===== config.mk =====
export PLATFORM = sky130hd
export DESIGN_NAME = srw_supervisor
export DESIGN_NICKNAME = d
export VERILOG_FILES = /design/src/rtl/srw_pkg.sv /design/src/rtl/srw_hold_timer.sv /design/src/rtl/srw_supervisor.sv
export VERILOG_INCLUDE_DIRS = /design/src /design/src/rtl
export SDC_FILE = /design/constraint.sdc
export NUM_CORES = 1
export LEC_CHECK = 0
export BUFFER_PORTS_ARGS = -buffer_cell sky130_fd_sc_hd__buf_2
export CAP_MARGIN = 20
export CORE_MARGIN = 3
export CORE_UTILIZATION = 60
export DETAILED_ROUTE_END_ITERATION = 6
export PLACE_DENSITY_LB_ADDON = 0.15
export REMOVE_ABC_BUFFERS = 1
export SLEW_MARGIN = 20
export SYNTH_ARGS = -nofsm -noshare
export SYNTH_HDL_FRONTEND = slang
export SYNTH_HIERARCHICAL = 1
export SYNTH_SLANG_ARGS = --single-unit

===== constraint.sdc =====
create_clock -name i_clk -period 3.32 [get_ports i_clk]
set_clock_uncertainty 0.15 [all_clocks]
set_input_delay 0.166 -clock i_clk [delete_from_list [all_inputs] [get_ports i_clk]]
set_output_delay 0.166 -clock i_clk [all_outputs]
set_load 0.01 [all_outputs]

===== src/rtl/srw_consts.svh =====
// Timing constants and counter width for the supervisor reset and watchdog core
`ifndef SRW_CONSTS_SVH
`define SRW_CONSTS_SVH

// Clock rate in Hz (25 ns period)
`define SRW_CLK_HZ        40000000
// Time base tick period in microseconds
`define SRW_TICK_US       1000
// Cycles per time base tick, derived from the rate
`define SRW_TICK_CYC      ((`SRW_CLK_HZ / 1000000) * `SRW_TICK_US)
// Reset timeout in ms, least figure
`define SRW_RST_TO_MS     140
// Long watchdog period in ms (35 s least)
`define SRW_WD_LONG_MS    35000
// Short watchdog period in ms (1.12 s least)
`define SRW_WD_SHORT_MS   1120
// Tick counts, rounded up from ms at one tick per ms
`define SRW_RST_TO_TICKS  ((`SRW_RST_TO_MS * 1000 + `SRW_TICK_US - 1) / `SRW_TICK_US)
`define SRW_WD_LONG_TICKS ((`SRW_WD_LONG_MS * 1000 + `SRW_TICK_US - 1) / `SRW_TICK_US)
`define SRW_WD_SHORT_TICKS ((`SRW_WD_SHORT_MS * 1000 + `SRW_TICK_US - 1) / `SRW_TICK_US)
// Counter width for all tick counters
`define SRW_CNT_W         20

`endif


===== src/rtl/srw_pkg.sv =====
// Types shared by the supervisor reset and watchdog core
package srw_pkg;
	// Watchdog period mode
	typedef enum logic [0:0] {
		SRW_WD_LONG  = 1'b0,
		SRW_WD_SHORT = 1'b1
	} srw_wd_mode_t;
endpackage


===== src/rtl/srw_hold_timer.sv =====
// Reset stretcher: holds a reset low for a tick count after its cause clears
`include "srw_consts.svh"
module srw_hold_timer
	import srw_pkg::*;
#(
	parameter int unsigned CNT_W = `SRW_CNT_W
) (
	input  wire logic             i_clk,
	input  wire logic             i_rst_n,
	input  wire logic             i_cause,
	input  wire logic             i_tick,
	input  wire logic [CNT_W-1:0] i_hold_ticks,
	output logic                  o_reset_n
);
	// Ticks counted since the cause cleared
	logic [CNT_W-1:0] cnt_q;
	logic [CNT_W-1:0] cnt_d;
	// Output register, low while in reset
	logic             rst_n_q;
	logic             rst_n_d;
	// Timeout reached
	wire              done = (cnt_q >= i_hold_ticks);

	// Cause restarts the count from zero
	assign cnt_d   = i_cause ? '0 : ((!done && i_tick) ? cnt_q + 1'b1 : cnt_q);
	assign rst_n_d = !i_cause && done;
	assign o_reset_n = rst_n_q;

	// Count and output flops; reset power-up holds the output low
	always_ff @(posedge i_clk or negedge i_rst_n) begin
		if (!i_rst_n) begin
			cnt_q   <= '0;
			rst_n_q <= 1'b0;
		end else begin
			cnt_q   <= cnt_d;
			rst_n_q <= rst_n_d;
		end
	end
endmodule


===== src/rtl/srw_supervisor.sv =====
// Supervisor core: reset combining, reset stretch, dual-period watchdog, power-fail
`include "srw_consts.svh"

module srw_supervisor
	import srw_pkg::*;
#(
	parameter int unsigned CNT_W      = `SRW_CNT_W,
	parameter int unsigned TICK_CYC   = `SRW_TICK_CYC,
	parameter int unsigned RST_TICKS  = `SRW_RST_TO_TICKS,
	parameter int unsigned LONG_TICKS = `SRW_WD_LONG_TICKS,
	parameter int unsigned SHORT_TICKS = `SRW_WD_SHORT_TICKS
) (
	input  wire logic i_clk,
	input  wire logic i_rst_n,
	input  wire logic i_primary_supply_low,
	input  wire logic i_secondary_supply_low,
	input  wire logic i_aux_undervoltage_in,
	input  wire logic i_power_fail_sense_in,
	input  wire logic i_manual_reset_n,
	input  wire logic i_watchdog_kick_in,
	output logic      o_primary_reset_n,
	output logic      o_secondary_reset_n,
	output logic      o_power_fail_out_n
);
	// Tick prescaler width
	localparam int unsigned PW = $clog2(TICK_CYC + 1);
	// Typed tick counts
	localparam logic [CNT_W-1:0] RST_T   = CNT_W'(RST_TICKS);
	localparam logic [CNT_W-1:0] LONG_T  = CNT_W'(LONG_TICKS);
	localparam logic [CNT_W-1:0] SHORT_T = CNT_W'(SHORT_TICKS);
	localparam logic [PW-1:0]    TICK_LAST = PW'(TICK_CYC - 1);

	// Time base prescaler and tick pulse
	logic [PW-1:0]    pre_q;
	logic             tick_q;
	// Watchdog state
	logic [CNT_W-1:0] wd_q;
	logic [CNT_W-1:0] wd_d;
	srw_wd_mode_t     mode_q;
	srw_wd_mode_t     mode_d;
	logic             kick_prev_q;
	logic             wd_fire_q;
	// Power-fail output register
	logic             pf_n_q;
	// Stretcher outputs
	logic             prim_n;
	logic             sec_n;

	// Cause decode
	wire supply_fault = i_primary_supply_low || i_secondary_supply_low;
	wire manual_req   = !i_manual_reset_n;
	// Secondary cause: supplies and manual only
	wire sec_cause    = supply_fault || manual_req;
	// Primary cause adds adjustable input and watchdog expiry
	wire prim_cause   = sec_cause || i_aux_undervoltage_in || wd_fire_q;
	// Kick edge either direction
	wire kick_edge    = i_watchdog_kick_in ^ kick_prev_q;
	// Reset currently asserted on the primary output or its cause
	wire any_reset    = prim_cause || !prim_n;
	// Active watchdog limit
	wire [CNT_W-1:0] wd_limit = (mode_q == SRW_WD_SHORT) ? SHORT_T : LONG_T;
	wire             wd_expire = (wd_q >= wd_limit);

	// Watchdog next state: cleared on reset or edge, counts ticks
	assign wd_d = (any_reset || kick_edge) ? '0 :
		((tick_q && !wd_expire) ? wd_q + 1'b1 : wd_q);

	// Mode: long after any reset event, short after first edge
	always_comb begin
		case (mode_q)
			SRW_WD_LONG:  mode_d = (!any_reset && kick_edge) ? SRW_WD_SHORT : SRW_WD_LONG;
			SRW_WD_SHORT: mode_d = any_reset ? SRW_WD_LONG : SRW_WD_SHORT;
			default:      mode_d = SRW_WD_LONG;
		endcase
	end

	// Free-running tick generator
	always_ff @(posedge i_clk or negedge i_rst_n) begin
		if (!i_rst_n) begin
			pre_q  <= '0;
			tick_q <= 1'b0;
		end else begin
			pre_q  <= (pre_q == TICK_LAST) ? '0 : pre_q + 1'b1;
			tick_q <= (pre_q == TICK_LAST);
		end
	end

	// Watchdog counter, mode and expiry pulse
	always_ff @(posedge i_clk or negedge i_rst_n) begin
		if (!i_rst_n) begin
			wd_q        <= '0;
			mode_q      <= SRW_WD_LONG;
			kick_prev_q <= 1'b0;
			wd_fire_q   <= 1'b0;
		end else begin
			wd_q        <= wd_d;
			mode_q      <= mode_d;
			kick_prev_q <= i_watchdog_kick_in;
			wd_fire_q   <= wd_expire && !any_reset;
		end
	end

	// Power-fail output follows the comparator through one register, a cycle later, with no stretch
	always_ff @(posedge i_clk or negedge i_rst_n) begin
		if (!i_rst_n) begin
			pf_n_q <= 1'b0;
		end else begin
			pf_n_q <= !i_power_fail_sense_in;
		end
	end

	// Primary reset stretcher
	srw_hold_timer #(.CNT_W(CNT_W)) u_prim (
		.i_clk        (i_clk),
		.i_rst_n      (i_rst_n),
		.i_cause      (prim_cause),
		.i_tick       (tick_q),
		.i_hold_ticks (RST_T),
		.o_reset_n    (prim_n)
	);

	// Secondary reset stretcher
	srw_hold_timer #(.CNT_W(CNT_W)) u_sec (
		.i_clk        (i_clk),
		.i_rst_n      (i_rst_n),
		.i_cause      (sec_cause),
		.i_tick       (tick_q),
		.i_hold_ticks (RST_T),
		.o_reset_n    (sec_n)
	);

	// Reset outputs come straight from stretcher flops, power-fail from its own flop
	assign o_primary_reset_n   = prim_n;
	assign o_secondary_reset_n = sec_n;
	assign o_power_fail_out_n  = pf_n_q;

	// Helper: ticks since primary cause dropped, saturating so it never wraps
	logic [CNT_W-1:0] chk_ticks_q;
	always_ff @(posedge i_clk or negedge i_rst_n) begin
		if (!i_rst_n) begin
			chk_ticks_q <= '0;
		end else if (prim_cause) begin
			chk_ticks_q <= '0;
		end else if (chk_ticks_q < RST_T) begin
			chk_ticks_q <= chk_ticks_q + CNT_W'(tick_q);
		end
	end

	// Helper: ticks since secondary cause dropped, saturating likewise
	logic [CNT_W-1:0] chk_sec_ticks_q;
	always_ff @(posedge i_clk or negedge i_rst_n) begin
		if (!i_rst_n) begin
			chk_sec_ticks_q <= '0;
		end else if (sec_cause) begin
			chk_sec_ticks_q <= '0;
		end else if (chk_sec_ticks_q < RST_T) begin
			chk_sec_ticks_q <= chk_sec_ticks_q + CNT_W'(tick_q);
		end
	end

	// Secondary drops the cycle after its cause
	chk_sec_on_cause: assert property (@(posedge i_clk) disable iff (!i_rst_n)
		sec_cause |=> !o_secondary_reset_n)
		else $error("secondary reset not low during cause");
	// Manual request pulls both outputs
	chk_manual_both: assert property (@(posedge i_clk) disable iff (!i_rst_n)
		manual_req |=> (!o_primary_reset_n && !o_secondary_reset_n))
		else $error("manual reset did not force both resets");
	// Supply or adjustable fault pulls primary
	chk_prim_cause: assert property (@(posedge i_clk) disable iff (!i_rst_n)
		(supply_fault || i_aux_undervoltage_in) |=> !o_primary_reset_n)
		else $error("primary reset not low on fault");
	// Primary stays low until the timeout is counted
	chk_prim_hold: assert property (@(posedge i_clk) disable iff (!i_rst_n)
		(!prim_cause && chk_ticks_q < RST_T) |=> !o_primary_reset_n)
		else $error("primary reset released before timeout");
	// Primary lets go once the timeout is counted
	chk_prim_release: assert property (@(posedge i_clk) disable iff (!i_rst_n)
		(!prim_cause && chk_ticks_q >= RST_T) |=> o_primary_reset_n)
		else $error("primary reset held past timeout");
	// Secondary does not release right as its cause clears
	chk_sec_release: assert property (@(posedge i_clk) disable iff (!i_rst_n)
		$fell(sec_cause) |=> !o_secondary_reset_n [*2])
		else $error("secondary reset released without hold");
	// Secondary lets go once its own timeout is counted
	chk_sec_timeout_free: assert property (@(posedge i_clk) disable iff (!i_rst_n)
		(!sec_cause && chk_sec_ticks_q >= RST_T) |=> o_secondary_reset_n)
		else $error("secondary reset held past timeout");
	// Kick edge or reset empties the watchdog
	chk_wd_clear: assert property (@(posedge i_clk) disable iff (!i_rst_n)
		(kick_edge || any_reset) |=> (wd_q == '0))
		else $error("watchdog not cleared");
	// Limit reached outside reset raises the expiry pulse
	chk_wd_expiry: assert property (@(posedge i_clk) disable iff (!i_rst_n)
		(wd_expire && !any_reset) |=> wd_fire_q)
		else $error("watchdog limit reached without expiry");
	// Expiry pulse pulls primary
	chk_wd_fire: assert property (@(posedge i_clk) disable iff (!i_rst_n)
		wd_fire_q |=> !o_primary_reset_n)
		else $error("watchdog expiry did not reset");
	// Any reset returns the watchdog to the long period
	chk_wd_mode: assert property (@(posedge i_clk) disable iff (!i_rst_n)
		any_reset |=> (mode_q == SRW_WD_LONG))
		else $error("watchdog not long after reset");
	// First kick outside reset selects the short period
	chk_wd_short: assert property (@(posedge i_clk) disable iff (!i_rst_n)
		(mode_q == SRW_WD_LONG && kick_edge && !any_reset) |=> (mode_q == SRW_WD_SHORT))
		else $error("watchdog not short after first kick");
	// Power-fail output asserts with its comparator
	chk_pf_follow: assert property (@(posedge i_clk) disable iff (!i_rst_n)
		i_power_fail_sense_in |=> !o_power_fail_out_n)
		else $error("power fail output not following");
	// Power-fail output releases with no stretch
	chk_pf_release: assert property (@(posedge i_clk) disable iff (!i_rst_n)
		!i_power_fail_sense_in |=> o_power_fail_out_n)
		else $error("power fail output not releasing");
	// A new cause empties the primary stretch counter
	chk_restart: assert property (@(posedge i_clk) disable iff (!i_rst_n)
		prim_cause |=> (u_prim.cnt_q == '0))
		else $error("timeout not restarted");
endmodule


# After elaboration in Yosys (flattened, before gate mapping)
# Index checks and enable logic that the tools add are counted.
# totals
out_inout_bits	3
regBits	83
# op_classes
add_sub_neg	4
mux	11
n_reduce_logical	25
n_lt_le_gt_ge	3
bitwise_logic	2
eq_ne	1
# op_table
cell	count
$mux 20	6
$add 20x1->20 const B	3
$ge 20x8->1 const B	2
$mux 16	2
$ge 20x16->1	1
$add 16x1->16 const B	1
$eq 16x16->1 const B	1
$logic_not 1->1	9
$logic_and 1x1->1	7
$logic_or 1x1->1	6
$reduce_bool 2->1	3
$mux 1	2
$pmux 1 s2	1
$not 1->1	1
$xor 1x1->1	1

# Logic depth before layout (Yosys ltp)
# Gate-level depths: netlist of run 1.
# depth
depth_word	9
ltp_mapped	10
ltp_nobuf	8

# Cells and area by module
# Netlist of run 1, hierarchy kept.
# modules_own_cells
module	n_inst	area_per_inst_um2	cells_each
srw_supervisor	1	2099.5	207
srw_hold_timer (u_sec)	1	1689.1	197
srw_hold_timer (u_prim)	1	1672.9	198

# Least setup slack after synthesis of run 1
# No wires, ideal clock.
# synth_timing
path_kind	register to register
start	reg mode_q
end	reg wd_q[12]
stages_incl_launch_ff	8
setup_ps	78
t_arrival_ps	2536
slack_ps	557
n_path_buf	0
required_time_ps	3092
synth_period_minus_slack_ps	2763
cell_sequence	dfrtp_1 -> ha_1 -> or4_1 -> or4_4 -> nor4b_4 -> o21ai_1 -> or3_1 -> a21oi_1
# synth_via
elab_chain_cells	5
# synth_rtl
element	line_no	rtl
start: declaration	srw_supervisor.sv:39	srw_wd_mode_t mode_q;
start signal: assignment	srw_supervisor.sv:97	mode_q <= mode_d;
$mux 16	srw_supervisor.sv:61	wire [CNT_W-1:0] wd_limit = (mode_q == SRW_WD_SHORT) ? SHORT_T : LONG_T;
$ge 20x16->1	srw_supervisor.sv:62	wire wd_expire = (wd_q >= wd_limit);
$logic_not 1->1	srw_supervisor.sv:66	((tick_q && !wd_expire) ? wd_q + 1'b1 : wd_q);
$logic_and 1x1->1	srw_supervisor.sv:66	
$reduce_bool 2->1 (no line)	-	
end signal: assignment	srw_supervisor.sv:96	wd_q <= wd_d;
end: declaration	srw_supervisor.sv:37	logic [CNT_W-1:0] wd_q;
# No other way between the ends.
# A chain may end at the register's enable or synchronous reset.

# Final worst setup path of run 1
# Ends and elaborated chain as after synthesis.

==> results.txt, run 1 <==
dpl hpwl - 7.70 mm
Antenna Violating Nets Remaining - 0
Seq/Total Area, Yosys - 38.0%
core area - 0.00876 sq mm
Multi-input gate area - 0.00323 sq mm
fmax - 329 MHz
CTS sink cnt - 83
worst skew pair latency - 0.36 ns
final WL - 11.2 mm
CP delay by family, top - simple AND/OR/NAND/NOR gates
total gr overflow - 0
status - completed
number of global-route vias before repair - 4363
most frequent cell after synthesis - dfrtp_1
ys async rst share - 100%
Worst-path clk slew - 0.09 ns
commonest cells in the netlist - 83 x dfrtp_1, 54 x inv_1, 53 x a21oi_1
Initial Utilization - 62.3%
final hold vios - 0
clock period minus final worst setup slack - 3.04 ns
synth warn - 6
initial antenna violation count - 0
die footprint - 0.0103 sq mm
Reg area - 0.00208 sq mm
MaxCap Viol Count - 0
critical-path maximum fanout - 6
number of synthesized flops with an enable pin - 0
worst path required time - 3.45 ns
Min-Delay Path Class - input pin to flip-flop
ranking of synthesized cells by area - dfrtp_1 38%, ha_1 12%, a21oi_1 4.9%
IO Count - 11
max-slew violations - 0
Worst-Margin Slew - 0.771 ns
Post-CTS Repair Setup Buffers - 0
routability cong. - 0.870
Die Y - 101 microns
Syn Inst Count - 602
unrepaired setup endpoints after global routing - no
largest net degree at the start of global routing - 84
CP startpoint kind - flip-flop
pwr dens - 310 mW/mm^2
CTS Root Cell - clkbuf_8
Tot Pwr - 1.85 mW
WL/cell - 14.6 microns
endpoint class of the critical path - flip-flop
die width - 101 microns
CP max stage cell - or4_1
Initial DRC Count - 191
Final period util - 91.5%
worst path buffer plus inverter count - 0
share of layout cells above drive strength 1 - 7.34%
Seq cells post-synth - 83
post-synth top area cell - dfrtp_1
Crit path largest cell delay - 0.53 ns
Setup violations, final - 0
maximum vdd ir drop - 0.000211 V
global-route wire length before repair - 19.5 mm
syn_area_per_cell - 9.07 sq um
input/output buffers - 10
Diodes inserted - 0
fillcell total - 704
Site Rows - 34
critical setup path kind - flip-flop to flip-flop
top_reg_cell synth - dfrtp_1
worst rel slew slack - 48.3%
DR vias/cell - 5.90
post-synth top area share - 38.0%
area grow syn2layout - 9.28%
total CTS buffers - 9
Leakage - 2.73 nW
Vias - 4495
largest buffer count on any clock path - 2
CP cell instances - ha_1 -> or4_1 -> or4_4 -> nor4b_4 -> o21ai_1 -> or3_1 -> a21oi_1
CTS tree - yes
# DRC - 0
setup TNS - 0 ns
post-synthesis cell area - 0.00546 sq mm
htree depth - 3
GRT Util Overall - 23.1%
nets@finish - 710
critical path data arrival time - 3.17 ns
First-pass DRT Iterations - 6
Synth cell types - 56
-- tightest hold or removal path, stage by stage --
cell and delay [ns]:
buf_2 0.10, nand2_1 0.17, nor3_1 0.09, nand2_1 0.12, nor2_1 0.06
-- layer usage --
layer | vias up | routed length, microns | global-route usage (%)
met5 | - | 0 | 0
met4 | 0 | 99 | 6.75
met3 | 12 | 419 | 3.99
met2 | 83 | 5640 | 39.9
met1 | 2170 | 4990 | 29.8
li1 | 2230 | - | -
-- flip-flops by register name (all words and copies together), names as in the netlist --
signal,flops
tick_q,1
kick_prev_q,1
o_power_fail_out_n,1
wd_q,20
u_prim/cnt_q,20
pre_q,16
u_sec/o_reset_n,1
u_sec/cnt_q,20
u_prim/o_reset_n,1
wd_fire_q,1
mode_q,1
-- where the power goes --
group	leakage, nW	internal (mW)	switching [mW]
logic	1.49	0.0290	0.0620
clock network	0.0950	0.368	0.381
registers	1.14	1.01	0.000437
-- cell type report --
cell class	instances	share of cell area, %
Inverter	54	3.40
Timing Repair Buffer	18	2.12
Clock inverter	5	1.05
Clock buffer	10	2.31
Tap cell	108	2.26
Sequential cell	83	34.8
Multi-Input combinational cell	484	54.1
-- path summary, 6_finish.rpt --
| check | end | start | slack, ns | cells past startpoint |
|---|---|---|---|---|
| worst max register to register | wd_q[12] | mode_q | 0.28 | 7 |
| min in group asynchronous | u_sec/cnt_q[17] | i_rst_n | 0.24 | 2 |
| worst min register to register | pre_q[0] | pre_q[0] | 0.34 | 1 |
| worst min-delay path | mode_q | i_manual_reset_n | 0.22 | 5 |
| max in group asynchronous | u_prim/cnt_q[1] | i_rst_n | 2.25 | 2 |
| worst max-delay path | wd_q[12] | mode_q | 0.28 | 7 |
-- what timing repair did --
action,in CTS,in global routing
endpoints found under the setup margin,0,0
endpoints found under the hold margin,86,0
resized for setup,0,0
hold buffers,4,0
-- per-stage QoR --
step / hold slack (ns) / instances / area (sq um) / setup WS (ns) / utilization (%)
final: 0.217 / 762 / 5970 / 0.283 / 68.1
after global routing: 0.247 / 762 / 5970 / 0.140 / 68.1
after CTS: 0.220 / 762 / 5960 / 0.288 / 68.1
after detailed placement: 0.155 / 743 / 5720 / 0.330 / 65.3
after global placement: 0.150 / 743 / 5720 / 0.403 / 65.3
after floorplan: -0.280 / 621 / 5510 / 0.280 / -
-- cells in the final DEF, fill, tap and decap left out, drive strengths merged, types with 3 or more instances in the layout --
master / netlist / routed
dfrtp: 83 / 83
inv: 54 / 55
a21oi: 54 / 54
ha: 52 / 52
nor2: 43 / 43
conb: 2 / 40
nand2: 39 / 39
o21ai: 28 / 28
and3: 23 / 23
xor2: 20 / 20
or4: 20 / 20
nand4: 18 / 18
o31ai: 17 / 17
or3: 16 / 16
nand3: 16 / 16
nor3: 14 / 14
buf: 6 / 14
nor2b: 13 / 13
clkbuf: 13 / 10
o2111ai: 9 / 9
and2: 9 / 9
mux2: 8 / 8
xnor2: 7 / 7
a21o: 5 / 5
and4: 4 / 4
nor4: 4 / 4
o211ai: 4 / 4
dlygate4sd3: 0 / 4
or2: 3 / 3
-- cell families (layout without fill, tap and decap cells) --
kind of cell / after synthesis / after routing / share of synthesized area, %
DFF: 83 / 83 / 38.0
muxes: 9 / 9 / 1.83
and+or+nand+nor: 228 / 228 / 23.2
AOI/OAI and AO/OA: 128 / 128 / 15.1
xor gates and xnor gates: 27 / 27 / 4.33
other: 2 / 40 / 0.138
adders and majority gates: 52 / 52 / 11.9
buffers and inverters: 73 / 87 / 5.50
No activity file was read; power rests on OpenSTA's default activity.
==> run 2: changes to the inputs <==
--- a/config.mk
+++ b/config.mk
@@ -11,7 +11,7 @@
 export CORE_MARGIN = 3
 export CORE_UTILIZATION = 60
 export DETAILED_ROUTE_END_ITERATION = 6
-export PLACE_DENSITY_LB_ADDON = 0.15
+export PLACE_DENSITY = 0.76
 export REMOVE_ABC_BUFFERS = 1
 export SLEW_MARGIN = 20
 export SYNTH_ARGS = -nofsm -noshare
==> run 2 against run 1 <==
  * Register-to-register slack improved by 0.06 ns
  * Cell count grew 0.26%
  * Non-clock buffer count grew 1
  * Sequential share of layout area fell by 0.16 points
  * Clock power rose by 11%
  * First-iteration DRC count down 19%
  * Routed wire length is 0.54% higher
  * Critical path type unchanged
  * Critical endpoint unchanged
  * Largest power group unchanged
==> results.txt, run 2 (synthesis results as in run 1) <==
Die Y - 101 microns (unchanged)
CP max stage cell - or4_1
max-slew violations - 0 (unchanged)
Initial Utilization - 62.3% (unchanged)
critical path data arrival time - 3.13 ns (-0.04 ns)
Antenna Violating Nets Remaining - 0 (unchanged)
worst skew pair latency - 0.37 ns (about the same)
CTS Root Cell - clkbuf_8
Min-Delay Path Class - input pin to flip-flop
die footprint - 0.0103 sq mm (unchanged)
Inst Count DP - 744 (+0.13%)
endpoint class of the critical path - flip-flop
largest net degree at the start of global routing - 64 (-24%)
hold_ws - 0.229 ns (+0.0119 ns)
Post-CTS Repair Setup Buffers - 0 (unchanged)
Final period util - 89.6% (-1.8 points)
final hold vios - 0 (unchanged)
DR vias/cell - 5.92 (+0.29%)
Worst-path clk slew - 0.10 ns (about the same)
setup TNS - 0 ns (unchanged)
biggest regs - u_prim/cnt_q: 20 flops, u_sec/cnt_q: 20 flops, wd_q: 20 flops
Setup crit start - mode_q
hold path start - i_manual_reset_n
commonest non-fill, non-tap cell in the layout - dfrtp_1
fmax - 336 MHz (+2.1%)
final WL - 11.2 mm (+0.54%)
Site Rows - 34 (unchanged)
Diodes inserted - 0 (unchanged)
Worst-Margin Slew - 0.835 ns (+0.0640 ns)
htree depth - 3 (unchanged)
Leakage - 2.74 nW (+0.41%)
RR Startpoint - mode_q
IO Count - 11 (unchanged)
critical-path maximum fanout - 6 (unchanged)
Reg2Reg Setup Slack - 0.34 ns (+0.06 ns)
unrepaired setup endpoints after global routing - no
total gr overflow - 0 (unchanged)
share of layout cells above drive strength 1 - 7.62% (+0.28 points)
WL/cell - 14.7 microns (+0.27%)
First-pass DRT Iterations - 4 (-2)
input/output buffers - 10 (unchanged)
CP startpoint kind - flip-flop
critical setup path kind - flip-flop to flip-flop
Hold EP - mode_q
hold depth - 5 (unchanged)
CTS sink cnt - 83 (unchanged)
DP Worst Slack - 0.379 ns (+0.0493 ns)
total CTS buffers - 9 (unchanged)
fin util - 68.4% (+0.31 points)
status - completed
die width - 101 microns (unchanged)
core area - 0.00876 sq mm (unchanged)
global-route wire length before repair - 19.7 mm (+0.99%)
number of global-route vias before repair - 4495 (+3.0%)
GRT Util Overall - 23.5% (+0.35 points)
maximum vdd ir drop - 0.000198 V (-5.8%)
final instance count without filler cells - 764 (+0.26%)
PnR worst setup slack - 0.344 ns (+0.0611 ns)
initial antenna violation count - 0 (unchanged)
most frequent cells in the layout - 83 x dfrtp_1, 54 x inv_1, 53 x a21oi_1
worst rel slew slack - 44.1% (-4.3 points)
Vias - 4520 (+0.56%)
clock period minus final worst setup slack - 2.98 ns (-0.0611 ns)
Setup violations, final - 0 (unchanged)
routability cong. - 0.923 (+6.2%)
CP cell instances - ha_1 -> or4_1 -> or4_4 -> nor4b_4 -> o21ai_1 -> or3_1 -> a21oi_1
largest buffer count on any clock path - 2 (unchanged)
pwr dens - 323 mW/mm^2 (+4.1%)
dpl hpwl - 7.89 mm (+2.4%)
Design Area, Final - 0.00600 sq mm (+0.46%)
Reg2Reg Depth - 7 (unchanged)
nets@finish - 711 (+0.14%)
r2r endpoint - wd_q[12]
Crit path largest cell delay - 0.53 ns (about the same)
MaxCap Viol Count - 0 (unchanged)
area grow syn2layout - 9.78%
# DRC - 0 (unchanged)
worst path required time - 3.47 ns (+0.02 ns)
CTS tree - yes
Post-CTS Resized - 0 (unchanged)
Initial DRC Count - 154 (-19%)
placed inst area - 0.00573 sq mm (+0.13%)
Tot Pwr - 1.94 mW (+4.5%)
## run 2: cell types whose count changed in the layout (fill, tap and decap cells not counted), sizes merged
cell      before  now
clkinv         1    0
clkbuf        10    9
inv           55   56
buf           14   15
clkinvlp       2    3
bufinv         1    2
## run 2: timing repair
action / CTS / global route
setup endpoints to repair: 0 / 0
hold buffers: 4 / 0
hold endpoints to repair: 65 / 0
## run 2: worst max-delay path by stage
| stage | cells after the start | slack [ns] | to |
|---|---|---|---|
| finish | 7 | 0.34 | wd_q[12] |
| global route | 7 | 0.18 | wd_q[12] |
| CTS | 7 | 0.35 | wd_q[12] |
| detailed placement | 7 | 0.38 | wd_q[12] |
| global placement | 7 | 0.46 | wd_q[12] |
| floorplan | 7 | 0.28 | wd_q[12] |
## run 2: final cells by class
class | count | area, sq um
Clock buffer | 9 | 124
Clock inverter | 7 | 100
Fill cell | 703 | 2770
Inverter | 54 | 203
Multi-Input combinational cell | 484 | 3230
Sequential cell | 83 | 2080
Tap cell | 108 | 135
Timing Repair Buffer | 19 | 130
## run 2: layer usage
metal / wire length (microns) / GRT usage [%]
met1: 5040 / 29.2
met2: 5520 / 40.2
met3: 398 / 3.58
met4: 251 / 10.6
met5: 0 / 0
## run 2: worst max-delay path: cells and delay by family (launching register included)
kind,cells,cell delay (ns)
AOI/OAI and AO/OA,2,0.35
adders and majority gates,1,0.20
DFF,1,0.45
and+or+nand+nor,4,1.75
## run 2: report_power, final
part           internal [mW]  switching [mW]
logic                 0.0296          0.0639
clock network          0.429           0.402
registers               1.01        0.000361
total                   1.47           0.466
==> run 3: changes to the inputs <==
--- a/config.mk
+++ b/config.mk
@@ -9,9 +9,9 @@
 export BUFFER_PORTS_ARGS = -buffer_cell sky130_fd_sc_hd__buf_2
 export CAP_MARGIN = 20
 export CORE_MARGIN = 3
-export CORE_UTILIZATION = 60
+export CORE_UTILIZATION = 30
 export DETAILED_ROUTE_END_ITERATION = 6
-export PLACE_DENSITY = 0.76
+export PLACE_DENSITY = 0.43
 export REMOVE_ABC_BUFFERS = 1
 export SLEW_MARGIN = 20
 export SYNTH_ARGS = -nofsm -noshare
==> run 3 against run 2 <==
  * Sequential power about the same
  * Global-route usage decreased by 11 points
  * Cell count increased by 16%
  * Total power increased by 12%
  * Non-clock buffer count increased by 2
  * Via count decreased by 4.0%
  * Register-to-register slack got worse by 0.06 ns
  * Cell area increased by 4.1%
  * Setup slack got worse by 0.057 ns
  * Routed wire length increased by 6.4%
  * Critical path type unchanged
  * Largest power group is now the clock network
==> results.txt, run 3 (synthesis results as in run 1) <==
Post-CTS Resized - 0 (unchanged)
commonest non-fill, non-tap cell in the layout - dfrtp_1
GRT Util Overall - 12.8% (-11 points)
maximum vdd ir drop - 0.000217 V (+9.5%)
WL/cell - 13.5 microns (-7.9%)
CTS sink cnt - 83 (unchanged)
worst skew pair latency - 0.35 ns (-0.02 ns)
Vias - 4341 (-4.0%)
pwr dens - 348 mW/mm^2 (+7.7%)
number of global-route vias before repair - 4286 (-4.6%)
die footprint - 0.0199 sq mm (+93%)
First-pass DRT Iterations - 4 (unchanged)
nets@finish - 713 (+0.28%)
Crit path largest cell delay - 0.53 ns (about the same)
largest net degree at the start of global routing - 55 (-14%)
input/output buffers - 10 (unchanged)
total CTS buffers - 9 (unchanged)
DR vias/cell - 4.92 (-17%)
Site Rows - 48 (+41%)
most frequent cells in the layout - 83 x dfrtp_1, 54 x inv_1, 53 x a21oi_1
die width - 141 microns (+39%)
critical path data arrival time - 3.15 ns (+0.02 ns)
Die Y - 141 microns (+39%)
# DRC - 0 (unchanged)
Leakage - 2.80 nW (+2.2%)
MaxCap Viol Count - 0 (unchanged)
Setup violations, final - 0 (unchanged)
CP cell instances - ha_1 -> or4_1 -> or4_4 -> nor4b_4 -> o21ai_1 -> or3_1 -> a21oi_1
dpl hpwl - 8.40 mm (+6.4%)
max-slew violations - 0 (unchanged)
IO Count - 11 (unchanged)
area grow syn2layout - 14.3%
placed inst area - 0.00590 sq mm (+2.9%)
worst path buffer plus inverter count - 0 (unchanged)
biggest regs - u_prim/cnt_q: 20 flops, u_sec/cnt_q: 20 flops, wd_q: 20 flops
status - completed
clock period minus final worst setup slack - 3.03 ns (+0.0569 ns)
initial antenna violation count - 0 (unchanged)
Diodes inserted - 0 (unchanged)
endpoint class of the critical path - flip-flop
worst path required time - 3.44 ns (-0.03 ns)
htree depth - 3 (unchanged)
final WL - 11.9 mm (+6.4%)
Initial Utilization - 31.1% (-31 points)
Final period util - 91.3% (+1.7 points)
CTS tree - yes
Antenna Violating Nets Remaining - 0 (unchanged)
Design Area, Final - 0.00624 sq mm (+4.1%)
final instance count without filler cells - 883 (+16%)
setup TNS - 0 ns (unchanged)
Worst-path clk slew - 0.06 ns (-0.04 ns)
fin util - 35.6% (-33 points)
DP Worst Slack - 0.294 ns (-0.0856 ns)
CP delay by family, top - simple AND/OR/NAND/NOR gates
largest buffer count on any clock path - 2 (unchanged)
Min-Delay Path Class - input pin to flip-flop
critical setup path kind - flip-flop to flip-flop
PnR worst setup slack - 0.287 ns (-0.0569 ns)
Inst Count DP - 864 (+16%)
final hold vios - 0 (unchanged)
share of layout cells above drive strength 1 - 8.05% (+0.43 points)
CTS Root Cell - clkbuf_16
unrepaired setup endpoints after global routing - no
fmax - 330 MHz (-1.9%)
Post-CTS Repair Setup Buffers - 0 (unchanged)
Worst-Margin Slew - 0.842 ns (+0.00680 ns)
CP max stage cell - or4_1
core area - 0.0175 sq mm (+100%)
Initial DRC Count - 203 (+32%)
global-route wire length before repair - 20.8 mm (+5.8%)
critical-path maximum fanout - 6 (unchanged)
routability cong. - 0.747 (-19%)
total gr overflow - 0 (unchanged)
worst rel slew slack - 43.6% (-0.46 points)
CP startpoint kind - flip-flop
run 3: changes by cell type in the layout (fill, tap and decap cells not counted):
cell,previous run,this run
clkbuf_16,0,9
clkinv_4,0,1
bufinv_16,2,1
dlygate4sd3_1,4,3
clkbuf_8,9,2
clkinvlp_4,3,1
buf_4,6,9
clkinv_2,0,1
inv_6,2,1
run 3: area by class of cell:
| class | instances | area [sq um] |
|---|---|---|
| clock inverters | 5 | 60.1 |
| repair buffers | 21 | 143 |
| fillers | 1808 | 11300 |
| multi-input cells | 484 | 3230 |
| inverters | 54 | 203 |
| clock buffers | 11 | 253 |
| flip-flops and latches | 83 | 2080 |
| well taps | 225 | 282 |
run 3: final timing paths:
path	startpoint	endpoint	slack, ns	cells after the start
setup / recovery	mode_q	wd_q[12]	0.29	7
max in group asynchronous	i_rst_n	pre_q[8]	2.02	3
min in group asynchronous	i_rst_n	u_sec/cnt_q[7]	0.28	2
setup reg to reg	mode_q	wd_q[12]	0.29	7
hold / removal	i_aux_undervoltage_in	mode_q	0.13	4
hold reg to reg	pre_q[0]	pre_q[0]	0.33	1
run 3: metrics by stage:
stage          hold slack (ns)  power, mW
6_report                 0.129       2.17
5_1_grt                  0.139       2.27
4_1_cts                  0.110       2.22
3_5_place_dp             0.145       1.12
3_3_place_gp             0.145       1.12
2_1_floorplan           -0.280       1.08
run 3: power by group:
group          internal, mW  switching (mW)  total, mW
Sequential             1.01        0.000714       1.01
Clock                 0.627           0.439       1.07
Combinational        0.0292          0.0635     0.0927
Total                  1.67           0.503       2.17
run 3: timing repair:
action	in CTS	in global routing
hold endpoints to repair	54	0
hold buffers	3	0
setup endpoints to repair	0	0
run 3: tightest hold or removal path: stages:
cell and delay (ns):
buf_2 0.08, nor3_1 0.09, nand2_1 0.18, nor2_1 0.08
run 3: routing by layer:
metal / wire [microns] / part of all wire, % / track usage, %
met5: 0 / 0 / 0
met3: 281 / 2.4 / 2.27
met1: 5940 / 50 / 17.2
met4: 233 / 2.0 / 5.15
met2: 5480 / 46 / 20.5
